`src/verilog/adc_seq_pkg.sv`:
```
// register map, field layout and encodings of the sequencer
// assumes a 32-bit register port with word-aligned byte offsets
`default_nettype none
package adc_seq_pkg;
	// ------------------------------------------------------------
	// register offsets
	// ------------------------------------------------------------
	localparam logic [7:0] sequencer_control_off = 8'h00;
	localparam logic [7:0] command_off = 8'h04;
	localparam logic [7:0] delay_off = 8'h08;
	localparam logic [7:0] slot_channel_select_low_off = 8'h0c;
	localparam logic [7:0] slot_channel_select_high_off = 8'h10;
	localparam logic [7:0] analog_path_config_off = 8'h14;
	localparam logic [7:0] fifo_data_off = 8'h18;
	localparam logic [7:0] status_off = 8'h1c;
	localparam logic [7:0] threshold_off = 8'h20;
	// ------------------------------------------------------------
	// fields
	// ------------------------------------------------------------
	localparam int ctl_cont_bit = 0;
	localparam int ctl_hw_bit = 1;
	localparam int ctl_slots_lsb = 4;
	localparam int cmd_start_bit = 0;
	localparam int cmd_stop_bit = 1;
	localparam int slot_field_stride = 8;
	localparam int apc_route_lsb = 0;
	localparam int apc_inen_lsb = 4;
	localparam int apc_path_bit = 8;
	localparam int apc_amp_bit = 9;
	localparam int apc_div_lsb = 10;
	localparam int apc_rail_bit = 12;
	localparam int fifo_chan_lsb = 16;
	localparam int st_busy_bit = 8;
	localparam int st_thr_bit = 9;
	localparam int st_ovr_bit = 10;
	localparam int result_w = 12;
	localparam int chan_w = 5;
	localparam int slot_idx_w = 3;
	localparam int delay_w = 16;
	localparam int div_w = 2;
	localparam int ext_inputs = 4;
	// ------------------------------------------------------------
	// channel identifiers and reset values
	// ------------------------------------------------------------
	localparam logic [4:0] chan_ext_last = 5'h03;
	localparam logic [4:0] chan_vdda_half = 5'h0c;
	localparam logic [4:0] chan_vcore = 5'h0e;
	localparam logic [4:0] chan_vssa = 5'h0f;
	localparam logic [4:0] chan_vddio_quarter = 5'h12;
	localparam logic [1:0] div_by_three = 2'h3;
	localparam logic [4:0] threshold_rst = 5'h08;
	typedef enum {st_idle, st_wait_trig, st_start, st_busy, st_delay}
		seq_state_t;
endpackage : adc_seq_pkg
`default_nettype wire

```
`src/verilog/adc_sequencer_input_path.sv`:
```
// sequencer, result fifo and analog input path controls
// assumes the converter core and hardware trigger pin sit outside
`default_nettype none
module adc_sequencer_input_path #(
	parameter int fifo_depth = 16,
	parameter int fifo_addr_w = 4
) (
	input wire logic clk,
	input wire logic rst,
	input wire logic [7:0] addr,
	input wire logic [31:0] wdata,
	input wire logic wr,
	input wire logic rd,
	output logic [31:0] rdata,
	input wire logic hw_trigger,
	output logic conv_start,
	input wire logic conv_done,
	input wire logic [adc_seq_pkg::result_w-1:0] conv_data,
	output logic [adc_seq_pkg::chan_w-1:0] conv_channel,
	output logic [3:0] ext_select,
	output logic [3:0] int_select,
	output logic [3:0] buffer_route_switch,
	output logic buffer_path_en,
	output logic buffer_amp_en,
	output logic [3:0] input_enable,
	output logic [adc_seq_pkg::div_w-1:0] divider_select,
	output logic div3_active,
	output logic rail_to_rail_en,
	output logic fifo_threshold_irq
);
	localparam int entry_w = adc_seq_pkg::result_w + adc_seq_pkg::chan_w;
	localparam int slot_n = 8;
	localparam int cnt_w = fifo_addr_w + 1;

	// ------------------------------------------------------------
	// register storage
	// ------------------------------------------------------------
	logic cont_reg;
	logic hw_mode_reg;
	logic [adc_seq_pkg::slot_idx_w-1:0] last_slot_reg;
	logic [adc_seq_pkg::delay_w-1:0] delay_reg;
	logic [adc_seq_pkg::chan_w-1:0] slot_chan_reg [slot_n];
	logic [3:0] route_reg;
	logic [3:0] inen_reg;
	logic path_reg;
	logic amp_reg;
	logic [adc_seq_pkg::div_w-1:0] div_reg;
	logic rail_reg;
	logic [cnt_w-1:0] thr_reg;
	logic ovr_reg;

	logic wr_ctl, wr_cmd, wr_slot_lo, wr_slot_hi, wr_apc, wr_thr, wr_st;
	logic start_cmd, stop_cmd, busy;
	adc_seq_pkg::seq_state_t state_reg;

	assign wr_ctl = wr && addr == adc_seq_pkg::sequencer_control_off;
	assign wr_cmd = wr && addr == adc_seq_pkg::command_off;
	assign wr_slot_lo = wr && addr == adc_seq_pkg::slot_channel_select_low_off;
	assign wr_slot_hi = wr &&
		addr == adc_seq_pkg::slot_channel_select_high_off;
	assign wr_apc = wr && addr == adc_seq_pkg::analog_path_config_off;
	assign wr_thr = wr && addr == adc_seq_pkg::threshold_off;
	assign wr_st = wr && addr == adc_seq_pkg::status_off;
	assign start_cmd = wr_cmd && wdata[adc_seq_pkg::cmd_start_bit];
	assign stop_cmd = wr_cmd && wdata[adc_seq_pkg::cmd_stop_bit];
	assign busy = state_reg != adc_seq_pkg::st_idle;

	// mode and slot count stay fixed while a sequence runs
	always_ff @(posedge clk or posedge rst)
	begin
		if (rst)
		begin
			cont_reg <= 1'b0;
			hw_mode_reg <= 1'b0;
			last_slot_reg <= '0;
			delay_reg <= '0;
		end
		else if (wr_ctl && !busy)
		begin
			cont_reg <= wdata[adc_seq_pkg::ctl_cont_bit];
			hw_mode_reg <= wdata[adc_seq_pkg::ctl_hw_bit];
			last_slot_reg <= wdata[adc_seq_pkg::ctl_slots_lsb +:
				adc_seq_pkg::slot_idx_w];
		end
		else if (wr && addr == adc_seq_pkg::delay_off)
		begin
			delay_reg <= wdata[adc_seq_pkg::delay_w-1:0];
		end
	end

	// slot ids ignore writes during a run so the sequence stays coherent
	always_ff @(posedge clk or posedge rst)
	begin
		if (rst)
		begin
			for (int i = 0; i < slot_n; i++)
			begin
				slot_chan_reg[i] <= '0;
			end
		end
		else if (!busy)
		begin
			for (int i = 0; i < slot_n / 2; i++)
			begin
				if (wr_slot_lo)
				begin
					slot_chan_reg[i] <= wdata[i *
						adc_seq_pkg::slot_field_stride +:
						adc_seq_pkg::chan_w];
				end
				if (wr_slot_hi)
				begin
					slot_chan_reg[i + slot_n / 2] <= wdata[i *
						adc_seq_pkg::slot_field_stride +:
						adc_seq_pkg::chan_w];
				end
			end
		end
	end

	// ------------------------------------------------------------
	// analog input path controls
	// ------------------------------------------------------------
	always_ff @(posedge clk or posedge rst)
	begin
		if (rst)
		begin
			route_reg <= '0;
			inen_reg <= '0;
			path_reg <= 1'b0;
			amp_reg <= 1'b0;
			div_reg <= '0;
			rail_reg <= 1'b0;
		end
		else if (wr_apc)
		begin
			route_reg <= wdata[adc_seq_pkg::apc_route_lsb +:
				adc_seq_pkg::ext_inputs];
			inen_reg <= wdata[adc_seq_pkg::apc_inen_lsb +:
				adc_seq_pkg::ext_inputs];
			path_reg <= wdata[adc_seq_pkg::apc_path_bit];
			amp_reg <= wdata[adc_seq_pkg::apc_amp_bit];
			div_reg <= wdata[adc_seq_pkg::apc_div_lsb +:
				adc_seq_pkg::div_w];
			rail_reg <= wdata[adc_seq_pkg::apc_rail_bit];
		end
	end

	assign buffer_route_switch = route_reg;
	assign buffer_path_en = path_reg;
	assign buffer_amp_en = amp_reg;
	assign input_enable = inen_reg;
	// divider only matters on the buffered path; zero is software's job
	assign divider_select = div_reg;
	assign div3_active = path_reg &&
		div_reg == adc_seq_pkg::div_by_three;
	assign rail_to_rail_en = rail_reg;

	always_ff @(posedge clk or posedge rst)
	begin
		if (rst)
		begin
			thr_reg <= adc_seq_pkg::threshold_rst;
		end
		else if (wr_thr)
		begin
			thr_reg <= wdata[cnt_w-1:0];
		end
	end

	// ------------------------------------------------------------
	// hardware trigger synchroniser
	// ------------------------------------------------------------
	logic [2:0] trig_sync_reg;
	logic trig_level_reg;
	logic trig_event;

	// only stages two and three feed the filter
	always_ff @(posedge clk or posedge rst)
	begin
		if (rst)
		begin
			trig_sync_reg <= '0;
			trig_level_reg <= 1'b0;
		end
		else
		begin
			trig_sync_reg <= {trig_sync_reg[1:0], hw_trigger};
			if (trig_sync_reg[1] == trig_sync_reg[2])
			begin
				trig_level_reg <= trig_sync_reg[2];
			end
		end
	end

	assign trig_event = !trig_level_reg && trig_sync_reg[1] &&
		trig_sync_reg[2];

	// ------------------------------------------------------------
	// sequencer
	// ------------------------------------------------------------
	logic [adc_seq_pkg::slot_idx_w-1:0] slot_reg;
	logic [adc_seq_pkg::delay_w-1:0] wait_reg;
	logic last_slot;
	logic push;

	assign last_slot = slot_reg == last_slot_reg;
	assign push = state_reg == adc_seq_pkg::st_busy && conv_done;

	always_ff @(posedge clk or posedge rst)
	begin
		if (rst)
		begin
			state_reg <= adc_seq_pkg::st_idle;
			slot_reg <= '0;
			wait_reg <= '0;
		end
		else if (stop_cmd)
		begin
			state_reg <= adc_seq_pkg::st_idle;
		end
		else
		begin
			unique case (state_reg)
				adc_seq_pkg::st_idle:
				begin
					slot_reg <= '0;
					if (start_cmd)
					begin
						state_reg <= hw_mode_reg ?
							adc_seq_pkg::st_wait_trig :
							adc_seq_pkg::st_start;
					end
				end
				adc_seq_pkg::st_wait_trig:
				begin
					if (trig_event)
					begin
						state_reg <= adc_seq_pkg::st_start;
					end
				end
				adc_seq_pkg::st_start:
				begin
					state_reg <= adc_seq_pkg::st_busy;
				end
				adc_seq_pkg::st_busy:
				begin
					if (conv_done)
					begin
						slot_reg <= last_slot ? '0 :
							slot_reg + 1'b1;
						wait_reg <= delay_reg;
						if (last_slot && !cont_reg)
						begin
							state_reg <= adc_seq_pkg::st_idle;
						end
						else if (cont_reg)
						begin
							state_reg <= adc_seq_pkg::st_delay;
						end
						else
						begin
							state_reg <= adc_seq_pkg::st_start;
						end
					end
				end
				adc_seq_pkg::st_delay:
				begin
					// a zero delay still costs one cycle here
					if (wait_reg == '0)
					begin
						state_reg <= adc_seq_pkg::st_start;
					end
					else
					begin
						wait_reg <= wait_reg - 1'b1;
					end
				end
			endcase
		end
	end

	assign conv_start = state_reg == adc_seq_pkg::st_start;

	// ------------------------------------------------------------
	// channel decode
	// ------------------------------------------------------------
	logic [adc_seq_pkg::chan_w-1:0] chan_reg;

	always_ff @(posedge clk or posedge rst)
	begin
		if (rst)
		begin
			chan_reg <= '0;
			ext_select <= '0;
			int_select <= '0;
		end
		else
		begin
			chan_reg <= slot_chan_reg[slot_reg];
			for (int i = 0; i < adc_seq_pkg::ext_inputs; i++)
			begin
				ext_select[i] <= busy && inen_reg[i] &&
					slot_chan_reg[slot_reg] ==
					adc_seq_pkg::chan_w'(i);
			end
			int_select[0] <= busy && slot_chan_reg[slot_reg] ==
				adc_seq_pkg::chan_vdda_half;
			int_select[1] <= busy && slot_chan_reg[slot_reg] ==
				adc_seq_pkg::chan_vcore;
			int_select[2] <= busy && slot_chan_reg[slot_reg] ==
				adc_seq_pkg::chan_vssa;
			int_select[3] <= busy && slot_chan_reg[slot_reg] ==
				adc_seq_pkg::chan_vddio_quarter;
		end
	end

	// reserved ids select nothing; input zero vs external ref is software's
	assign conv_channel = chan_reg;

	// ------------------------------------------------------------
	// result fifo
	// ------------------------------------------------------------
	logic [fifo_addr_w-1:0] wr_ptr_reg, rd_ptr_reg;
	logic [cnt_w-1:0] count_reg;
	logic pop, full, drop_old;
	logic [entry_w-1:0] mem_q;

	assign pop = rd && addr == adc_seq_pkg::fifo_data_off &&
		count_reg != '0;
	assign full = count_reg == cnt_w'(fifo_depth);
	assign drop_old = push && full && !pop;

	always_ff @(posedge clk or posedge rst)
	begin
		if (rst)
		begin
			wr_ptr_reg <= '0;
			rd_ptr_reg <= '0;
			count_reg <= '0;
		end
		else
		begin
			if (push)
			begin
				wr_ptr_reg <= wr_ptr_reg + 1'b1;
			end
			if (pop || drop_old)
			begin
				rd_ptr_reg <= rd_ptr_reg + 1'b1;
			end
			if (push && !pop && !full)
			begin
				count_reg <= count_reg + 1'b1;
			end
			else if (pop && !push)
			begin
				count_reg <= count_reg - 1'b1;
			end
		end
	end

	// overrun is sticky; a new overrun beats a clear in the same cycle
	always_ff @(posedge clk or posedge rst)
	begin
		if (rst)
		begin
			ovr_reg <= 1'b0;
		end
		else if (drop_old)
		begin
			ovr_reg <= 1'b1;
		end
		else if (wr_st && wdata[adc_seq_pkg::st_ovr_bit])
		begin
			ovr_reg <= 1'b0;
		end
	end

	assign fifo_threshold_irq = count_reg >= thr_reg;

	result_fifo_mem #(
		.width(entry_w),
		.depth(fifo_depth),
		.addr_w(fifo_addr_w)
	) u_mem (
		.clk(clk),
		.wr_en(push),
		.wr_addr(wr_ptr_reg),
		.wr_data({chan_reg, conv_data}),
		.rd_addr(rd_ptr_reg),
		.rd_data(mem_q)
	);

	// ------------------------------------------------------------
	// read path
	// ------------------------------------------------------------
	logic [31:0] rd_reg;
	logic fifo_rd_reg;

	always_ff @(posedge clk or posedge rst)
	begin
		if (rst)
		begin
			rd_reg <= '0;
			fifo_rd_reg <= 1'b0;
		end
		else
		begin
			rd_reg <= '0;
			fifo_rd_reg <= pop;
			if (rd)
			begin
				unique case (addr)
					adc_seq_pkg::sequencer_control_off:
					begin
						rd_reg[adc_seq_pkg::ctl_cont_bit] <= cont_reg;
						rd_reg[adc_seq_pkg::ctl_hw_bit] <= hw_mode_reg;
						rd_reg[adc_seq_pkg::ctl_slots_lsb +:
							adc_seq_pkg::slot_idx_w] <= last_slot_reg;
					end
					adc_seq_pkg::delay_off:
						rd_reg[adc_seq_pkg::delay_w-1:0] <= delay_reg;
					adc_seq_pkg::slot_channel_select_low_off,
					adc_seq_pkg::slot_channel_select_high_off:
					begin
						for (int i = 0; i < slot_n / 2; i++)
						begin
							rd_reg[i * adc_seq_pkg::slot_field_stride +:
								adc_seq_pkg::chan_w] <= slot_chan_reg[i +
								(addr[4] ? slot_n / 2 : 0)];
						end
					end
					adc_seq_pkg::analog_path_config_off:
					begin
						rd_reg[adc_seq_pkg::apc_route_lsb +:
							adc_seq_pkg::ext_inputs] <= route_reg;
						rd_reg[adc_seq_pkg::apc_inen_lsb +:
							adc_seq_pkg::ext_inputs] <= inen_reg;
						rd_reg[adc_seq_pkg::apc_path_bit] <= path_reg;
						rd_reg[adc_seq_pkg::apc_amp_bit] <= amp_reg;
						rd_reg[adc_seq_pkg::apc_div_lsb +:
							adc_seq_pkg::div_w] <= div_reg;
						rd_reg[adc_seq_pkg::apc_rail_bit] <= rail_reg;
					end
					adc_seq_pkg::status_off:
					begin
						rd_reg[cnt_w-1:0] <= count_reg;
						rd_reg[adc_seq_pkg::st_busy_bit] <= busy;
						rd_reg[adc_seq_pkg::st_thr_bit] <=
							fifo_threshold_irq;
						rd_reg[adc_seq_pkg::st_ovr_bit] <= ovr_reg;
					end
					adc_seq_pkg::threshold_off:
						rd_reg[cnt_w-1:0] <= thr_reg;
					default:
						rd_reg <= '0;
				endcase
			end
		end
	end

	// fifo word comes straight from the memory's output register
	assign rdata = fifo_rd_reg ? 32'(mem_q) : rd_reg;
endmodule : adc_sequencer_input_path
`default_nettype wire

```
`src/verilog/result_fifo_mem.sv`:
```
// small two-port memory holding converted results
// assumes one clock; read data come out of a register
`default_nettype none
module result_fifo_mem #(
	parameter int width = 17,
	parameter int depth = 16,
	parameter int addr_w = 4
) (
	input wire logic clk,
	input wire logic wr_en,
	input wire logic [addr_w-1:0] wr_addr,
	input wire logic [width-1:0] wr_data,
	input wire logic [addr_w-1:0] rd_addr,
	output logic [width-1:0] rd_data
);
	logic [width-1:0] mem [depth];

	always_ff @(posedge clk)
	begin
		if (wr_en)
		begin
			mem[wr_addr] <= wr_data;
		end
	end

	// no reset on the array; pointers guard against stale reads
	always_ff @(posedge clk)
	begin
		rd_data <= mem[rd_addr];
	end
endmodule : result_fifo_mem
`default_nettype wire
```
`config.mk`:
```
export PLATFORM = sky130hd
export DESIGN_NAME = adc_sequencer_input_path
export DESIGN_NICKNAME = d
export VERILOG_FILES = /design/src/verilog/adc_seq_pkg.sv /design/src/verilog/adc_sequencer_input_path.sv /design/src/verilog/result_fifo_mem.sv
export SDC_FILE = /design/constraint.sdc
export NUM_CORES = 1
export LEC_CHECK = 0
export ABC_AREA = 1
export ABC_CLOCK_PERIOD_IN_PS = 7200
export BUFFER_PORTS_ARGS = -buffer_cell sky130_fd_sc_hd__buf_2
export CAP_MARGIN = 5
export CORE_MARGIN = 1.5
export CORE_UTILIZATION = 55
export DETAILED_ROUTE_END_ITERATION = 12
export HOLD_SLACK_MARGIN = 0.12
export PLACE_DENSITY = 0.79
export SLEW_MARGIN = 20
export SYNTH_ARGS = -nofsm -noshare
export SYNTH_HDL_FRONTEND = slang
export SYNTH_HIERARCHICAL = 1
export SYNTH_SLANG_ARGS = --single-unit
```
`constraint.sdc`:
```
create_clock -name clk -period 7.2 [get_ports clk]
set_input_delay 1.44 -clock clk [delete_from_list [all_inputs] [get_ports clk]]
set_output_delay 1.44 -clock clk [all_outputs]
set_load 0.01 [all_outputs]
```
==> out/metrics.csv, run 1 <==
metric,value,unit
outcome,completed,
Via density,5.51,
final setup TNS,0,ns
DP Area,0.0212,mm2
Syn Std Cell Area,0.0204,mm2
share of flip-flops with an asynchronous set or reset,35.5,%
All-Layer GR Usage,27.5,%
Antenna Violating Nets Remaining,0,
Crit Path Max Fanout,26,
DRT Pass-1 Iters,5,
worst vdd ir,223,uV
Area growth syn-to-layout,11.5,%
final setup vio count,0,
worst slew pin tran,1.04,ns
Post-CTS Setup Inserts,0,
CTS tree,done,
max reg flops,272,
clock-pin slew on the worst setup and hold paths,0.06,ns
routability-driven placement congestion ratio,0.954,
wire per inst,18.7,um
final hold violations,0,
met1 GRT Util,35.7,%
crit end category,primary output,
Setup Skew,0.0107,ns
Pint,4.81,mW
Core Box Area,0.0365,mm2
met2 GRT Util,46.4,%
initial antenna violation count,1,
crit-path max cell delay,1.03,ns
Vias,15400,
CTS max path bufs,3,
Global Route met3 Usage,4.15,%
share of power burned in registers,42.9,%
I/O Buffers,106,
Final Max Slew Viols,0,
first-pass GRT wire length,80900,um
Cells after Synth,2197,
WP buf/inv,1,
Tot Pwr,7.23,mW
Num Clock Sinks,448,
DRT iter0 DRCs,1498,
H-tree levels,2,
synthesized area per cell,9.28,um2
Sw Ratio,33.5,%
dpl hpwl,32300,um
"Cell Chain, Critical Path","mux2_2, buf_2",
routed wire length,52200,um
minimum clock period,3.65,ns
Critical Path RT,5.76,ns
Netlist cell types,48,
maximum clock rate,274,MHz
Die ar.,0.0382,mm2
Yosys reg bits,448,
share of layout cells above drive strength 1,13.1,%
fillers,2890,
Root Buffer,clkbuf_16,
Initial Utilization,55.8,%
Synth Flop Type,edfxtp_1,
GRT overflow,0,
Die H,196,um
die width,196,um
max_cap viols,0,
Comb pwr share,24.4,%
Slew headroom,30.5,%
P per Cell Area,318,mW/mm2
gr busiest metal,met2,
Hold Path Depth,0,
Post-CTS Hold Fix Bufs,0,
"Seq/Total Area, Yosys",61.2,%
P_sw,2.42,mW
Crit Path Class,reg2out,
Resize count post-CTS,0,
vias in the first global route,14900,
IO Pins,119,
crit-path leading delay family,flip-flops,
Leak,10.5,nW
clk_lat worst skew,0.56,ns
Post-synth EDFFs,272,
cells on worst reg2reg path,8,
largest net degree at the start of global routing,94,
# rows,70,
post-route cell area,0.0227,mm2
slowest cell on the critical path,dfrtp_1,
Nets,2358,
fin crit share,50.7,%
RSZ-0062 raised after global routing,false,
CP Launch Type,register,
critical path depth,2,
total CTS buffers,45,
Critical Path AT,2.21,ns
Tightest Hold Check Type,reg2reg,
yosys warns,6,
clock power share,32.7,%
drc violations,0,
[logic make-up (layout without fill, tap and decap cells)]
group                      count (synthesis)  in the layout  synth area share [%]
AOI/OAI and AO/OA                        185            185                  4.95
adders and majority gates                 14             14                 0.884
buffers and inverters                    429            548                  8.75
xor gates and xnor gates                  11             11                 0.472
other                                      1              7                0.0184
DFF                                      448            448                  61.2
muxes                                     20             20                  1.10
and+or+nand+nor                         1089           1089                  22.6
[synthesized netlist by cell type (2+ instances only)]
cell | instances | area (um2)
nand3_1 | 245 | 1230
inv_1 | 322 | 1210
a21oi_1 | 34 | 170
buf_2 | 35 | 175
or2_2 | 2 | 12.5
a211oi_1 | 4 | 30.0
nand4_1 | 10 | 62.6
nor3_1 | 6 | 30.0
inv_2 | 10 | 37.5
clkbuf_1 | 28 | 105
nor2_1 | 122 | 458
o211ai_2 | 4 | 50.1
nand2_1 | 661 | 2480
o21ai_1 | 23 | 115
nand2_2 | 19 | 119
nand2_4 | 2 | 22.5
buf_6 | 6 | 67.6
edfxtp_1 | 272 | 8170
nand3b_1 | 5 | 37.5
dfxtp_1 | 17 | 340
mux2_2 | 19 | 214
o21ai_0 | 106 | 531
xnor2_1 | 6 | 52.6
nor2_2 | 9 | 56.3
dfrtp_1 | 158 | 3950
xor2_1 | 5 | 43.8
clkinv_1 | 2 | 7.51
buf_4 | 18 | 135
nor2_4 | 5 | 56.3
ha_1 | 12 | 150
o31ai_1 | 3 | 22.5
buf_1 | 5 | 18.8
o211ai_1 | 6 | 45.0
nand3_4 | 2 | 35.0
[through the flow]
step | hold WS [ns] | util [%] | std cells | worst slack, ns
after floorplan | 0.331 | - | 2202 | 1.47
after global placement | 0.335 | 58.2 | 2708 | 3.35
after detailed placement | 0.341 | 58.2 | 2708 | 3.35
after CTS | 0.355 | 62.3 | 2789 | 3.51
after global routing | 0.354 | 62.3 | 2790 | 3.45
final | 0.352 | 62.3 | 2790 | 3.55
[worst paths after layout]
| check | slack [ns] | endpoint | from |
|---|---|---|---|
| hold / removal | 0.35 | trig_sync_reg[1] | trig_sync_reg[0] |
| hold reg to reg | 0.35 | trig_sync_reg[1] | trig_sync_reg[0] |
| max in group asynchronous | 4.63 | rd_ptr_reg[0] | rst |
| setup / recovery | 3.55 | rdata[3] | fifo_rd_reg |
| min in group asynchronous | 1.05 | rd_reg[28] | rst |
| setup reg to reg | 4.06 | u_mem/rd_data[15] | rd_ptr_reg[0] |
[placed cells by master (no fill, tap or decap), types with 34 or more instances in the layout]
cell type,instances
o21ai_0,106
a21oi_1,34
nor2_1,106
inv_1,321
buf_2,106
dfrtp_1,156
edfxtp_1,272
nand3_1,245
nand2_1,659
clkbuf_16,47
[routing by layer]
| metal | wire length [um] | vias up |
|---|---|---|
| met5 | 0 | - |
| met4 | 2060 | 0 |
| met3 | 4560 | 136 |
| met2 | 25500 | 749 |
| met1 | 20100 | 7288 |
| li1 | - | 7204 |
[cell type report]
class,instances,area [um2],share of cell area [%]
clock inverter,27,264,1.16
sequential,448,12500,54.9
timing repair buffer,131,718,3.16
clock buffer,54,1220,5.37
inverter,336,1270,5.60
tap,468,586,2.57
antenna,1,2.50,0.0110
multi-input combinational,1325,6180,27.2
[power groups by stage]
stage	Sequential [mW]	Combinational, mW	Clock (mW)
2_1_floorplan	3.06	1.32	0
3_3_place_gp	3.14	1.66	0
3_5_place_dp	3.14	1.73	0
4_1_cts	3.10	1.75	2.38
5_1_grt	3.12	1.98	2.48
6_report	3.10	1.77	2.36
Note: power is estimated with default switching activity, not from simulation.
==> run 2: changes to the inputs <==
--- a/config.mk
+++ b/config.mk
@@ -6,7 +6,7 @@
 export NUM_CORES = 1
 export LEC_CHECK = 0
 export ABC_AREA = 1
-export ABC_CLOCK_PERIOD_IN_PS = 7200
+export ABC_CLOCK_PERIOD_IN_PS = 3750
 export BUFFER_PORTS_ARGS = -buffer_cell sky130_fd_sc_hd__buf_2
 export CAP_MARGIN = 5
 export CORE_MARGIN = 1.5
==> constraint.sdc (replaced) <==
create_clock -name clk -period 3.75 [get_ports clk]
set_input_delay 0.75 -clock clk [delete_from_list [all_inputs] [get_ports clk]]
set_output_delay 0.75 -clock clk [all_outputs]
set_load 0.01 [all_outputs]
==> run 2 against run 1 <==
Worst setup slack worse by 2.7 ns. Register-to-register slack worse by 3.2 ns. Count of clock-buffer cells in the layout is 7 higher. Sequential share of layout area is 0.42 points lower. Critical path depth is 6 higher. Final cell count is 0.57% higher. Routed wire length is 0.10% higher. Critical endpoint is now u_mem/rd_data[11]. Die area stayed put. Utilization is 0.48 points higher. Highest routed layer unchanged. Largest cell class unchanged. Final area is 0.76% higher. Clock skew is 0.0038 ns higher. Worst hold slack worse by 0.058 ns.
==> out/metrics.csv, run 2 (synthesis results as in run 1) <==
metric,value,unit,change
IO Pins,119,,unchanged
fin crit share,77.1,%,
vias in the first global route,15100,,+0.84%
Post-CTS Setup Inserts,0,,unchanged
Root Buffer,clkbuf_16,,
H-tree levels,2,,unchanged
CP dominant cell by count,nand2_1,,
clock-pin slew on the worst setup and hold paths,0.06,ns,about the same
Leak,10.6,nW,+0.95%
Comb pwr share,24.4,%,about the same
final setup TNS,0,ns,unchanged
final hold violations,0,,unchanged
max reg flops,272,,unchanged
CP Launch Type,register,,
drc violations,0,,unchanged
flop2flop setup slack,0.86,ns,-3.20 ns
Crit Path Class,reg2reg,,
Tot Pwr,14.1,mW,+95%
Nets,2369,,+0.47%
minimum clock period,2.89,ns,
All-Layer GR Usage,27.6,%,+0.10 points
Sw Ratio,33.0,%,-0.51 points
Critical Path RT,4.18,ns,-1.58 ns
P_sw,4.64,mW,+92%
maximum clock rate,346,MHz,
I/O Buffers,106,,unchanged
clock power share,33.5,%,+0.8 points
Vias,15500,,+0.92%
Core Box Area,0.0365,mm2,unchanged
routability-driven placement congestion ratio,0.940,,-1.5%
Hold Slack,0.293,ns,-0.0585 ns
GRT overflow,0,,unchanged
Tightest Hold Check Type,in2reg,,
Setup Skew,0.0144,ns,+0.00375 ns
Initial Utilization,55.8,%,unchanged
Slew headroom,29.2,%,-1.3 points
Crit Path Max Fanout,51,,+96%
DRT Pass-1 Iters,6,,+1
Antenna Violating Nets Remaining,0,,unchanged
largest net degree at the start of global routing,160,,+70%
wire per inst,18.6,um,-0.47%
# rows,70,,unchanged
CTS max path bufs,3,,unchanged
met2 GRT Util,45.3,%,-1.2 points
RSZ-0062 raised after global routing,false,,
DRT iter0 DRCs,1685,,+12%
final setup vio count,0,,unchanged
die width,196,um,unchanged
P per Cell Area,615,mW/mm2,+93%
WP buf/inv,2,,+1
outcome,completed,,
Num Clock Sinks,448,,unchanged
Critical Path AT,3.32,ns,+1.11 ns
Final Max Slew Viols,0,,unchanged
worst vdd ir,391,uV,+75%
CTS tree,done,,
Via density,5.53,,+0.34%
"Cell Chain, Critical Path","clkinv_2, buf_4, nand2_1, nand2_1, nand2_1, nand3_1, nand3_1, nand2_1",,
Global Route met3 Usage,4.21,%,+0.069 points
share of layout cells above drive strength 1,13.3,%,+0.22 points
crit-path leading delay family,buffers and inverters,,
clk_lat worst skew,0.57,ns,about the same
crit end category,register,,
"commonest cells after routing, fill and taps aside","660 x nand2_1, 321 x inv_1, 272 x edfxtp_1",,
first-pass GRT wire length,81600,um,+0.85%
Die ar.,0.0382,mm2,unchanged
gr busiest metal,met2,,
total CTS buffers,46,,+2.2%
initial antenna violation count,2,,+1
Pint,9.44,mW,+96%
dpl hpwl,32600,um,+0.80%
met1 GRT Util,36.8,%,+1.1 points
worst slew pin tran,1.06,ns,+0.0197 ns
share of power burned in registers,42.2,%,-0.7 points
routed wire length,52300,um,+0.10%
slowest cell on the critical path,dfrtp_4,,
crit-path max cell delay,0.77,ns,-0.26 ns
max_cap viols,0,,unchanged
Resize count post-CTS,0,,unchanged
"commonest non-fill, non-tap cell in the layout",nand2_1,,
Area growth syn-to-layout,12.4,%,
Die H,196,um,unchanged
Post-CTS Hold Fix Bufs,0,,unchanged
fillers,2855,,-1.2%
## run 2: layout make-up
type	count	area, um2	share of cell area, %
diodes	2	5.00	0.0218
repair buffers	141	806	3.52
well taps	468	586	2.56
flip-flops and latches	448	12500	54.5
multi-input cells	1325	6180	27.0
clock inverters	25	264	1.15
inverters	336	1270	5.55
clock buffers	61	1310	5.72
## run 2: path summary, 6_finish.rpt
check / to / cells after the start / from
worst max-delay path: u_mem/rd_data[11] / 8 / rd_ptr_reg[0]
worst min-delay path: trig_sync_reg[0] / 1 / hw_trigger
max in group asynchronous: rd_ptr_reg[0] / 3 / rst
worst max register to register: u_mem/rd_data[11] / 8 / rd_ptr_reg[0]
worst min register to register: trig_sync_reg[1] / 0 / trig_sync_reg[0]
min in group asynchronous: trig_sync_reg[0] / 3 / rst
## run 2: power by group through the flow
stage	clock, mW	combinational, mW	sequential (mW)
2_1_floorplan	0	2.53	5.87
3_3_place_gp	0	3.22	6.01
3_5_place_dp	0	3.34	6.02
4_1_cts	4.77	3.38	5.93
5_1_grt	4.98	3.83	5.97
6_report	4.71	3.43	5.94
## run 2: metrics by stage
stage          instances  instance area, um2  worst slack [ns]  utilization [%]
6_report            2806               22900             0.860             62.7
5_1_grt             2806               22900             0.774             62.7
4_1_cts             2804               22900             0.857             62.7
3_5_place_dp        2718               21300             0.918             58.4
3_3_place_gp        2718               21300             0.971             58.4
2_1_floorplan       2202               20400             0.986                -
## run 2: routing by layer
layer,part of all wire [%],up-vias
li1,-,7232
met1,39,7360
met2,48,778
met3,9.4,148
met4,4.2,0
met5,0,-
## run 2: worst reg2reg max path, stage by stage (launching register included)
cell	delay (ns)
dfrtp_4	0.77
clkinv_2	0.77
buf_4	0.57
nand2_1	0.15
nand2_1	0.07
nand2_1	0.07
nand3_1	0.09
nand3_1	0.11
nand2_1	0.15
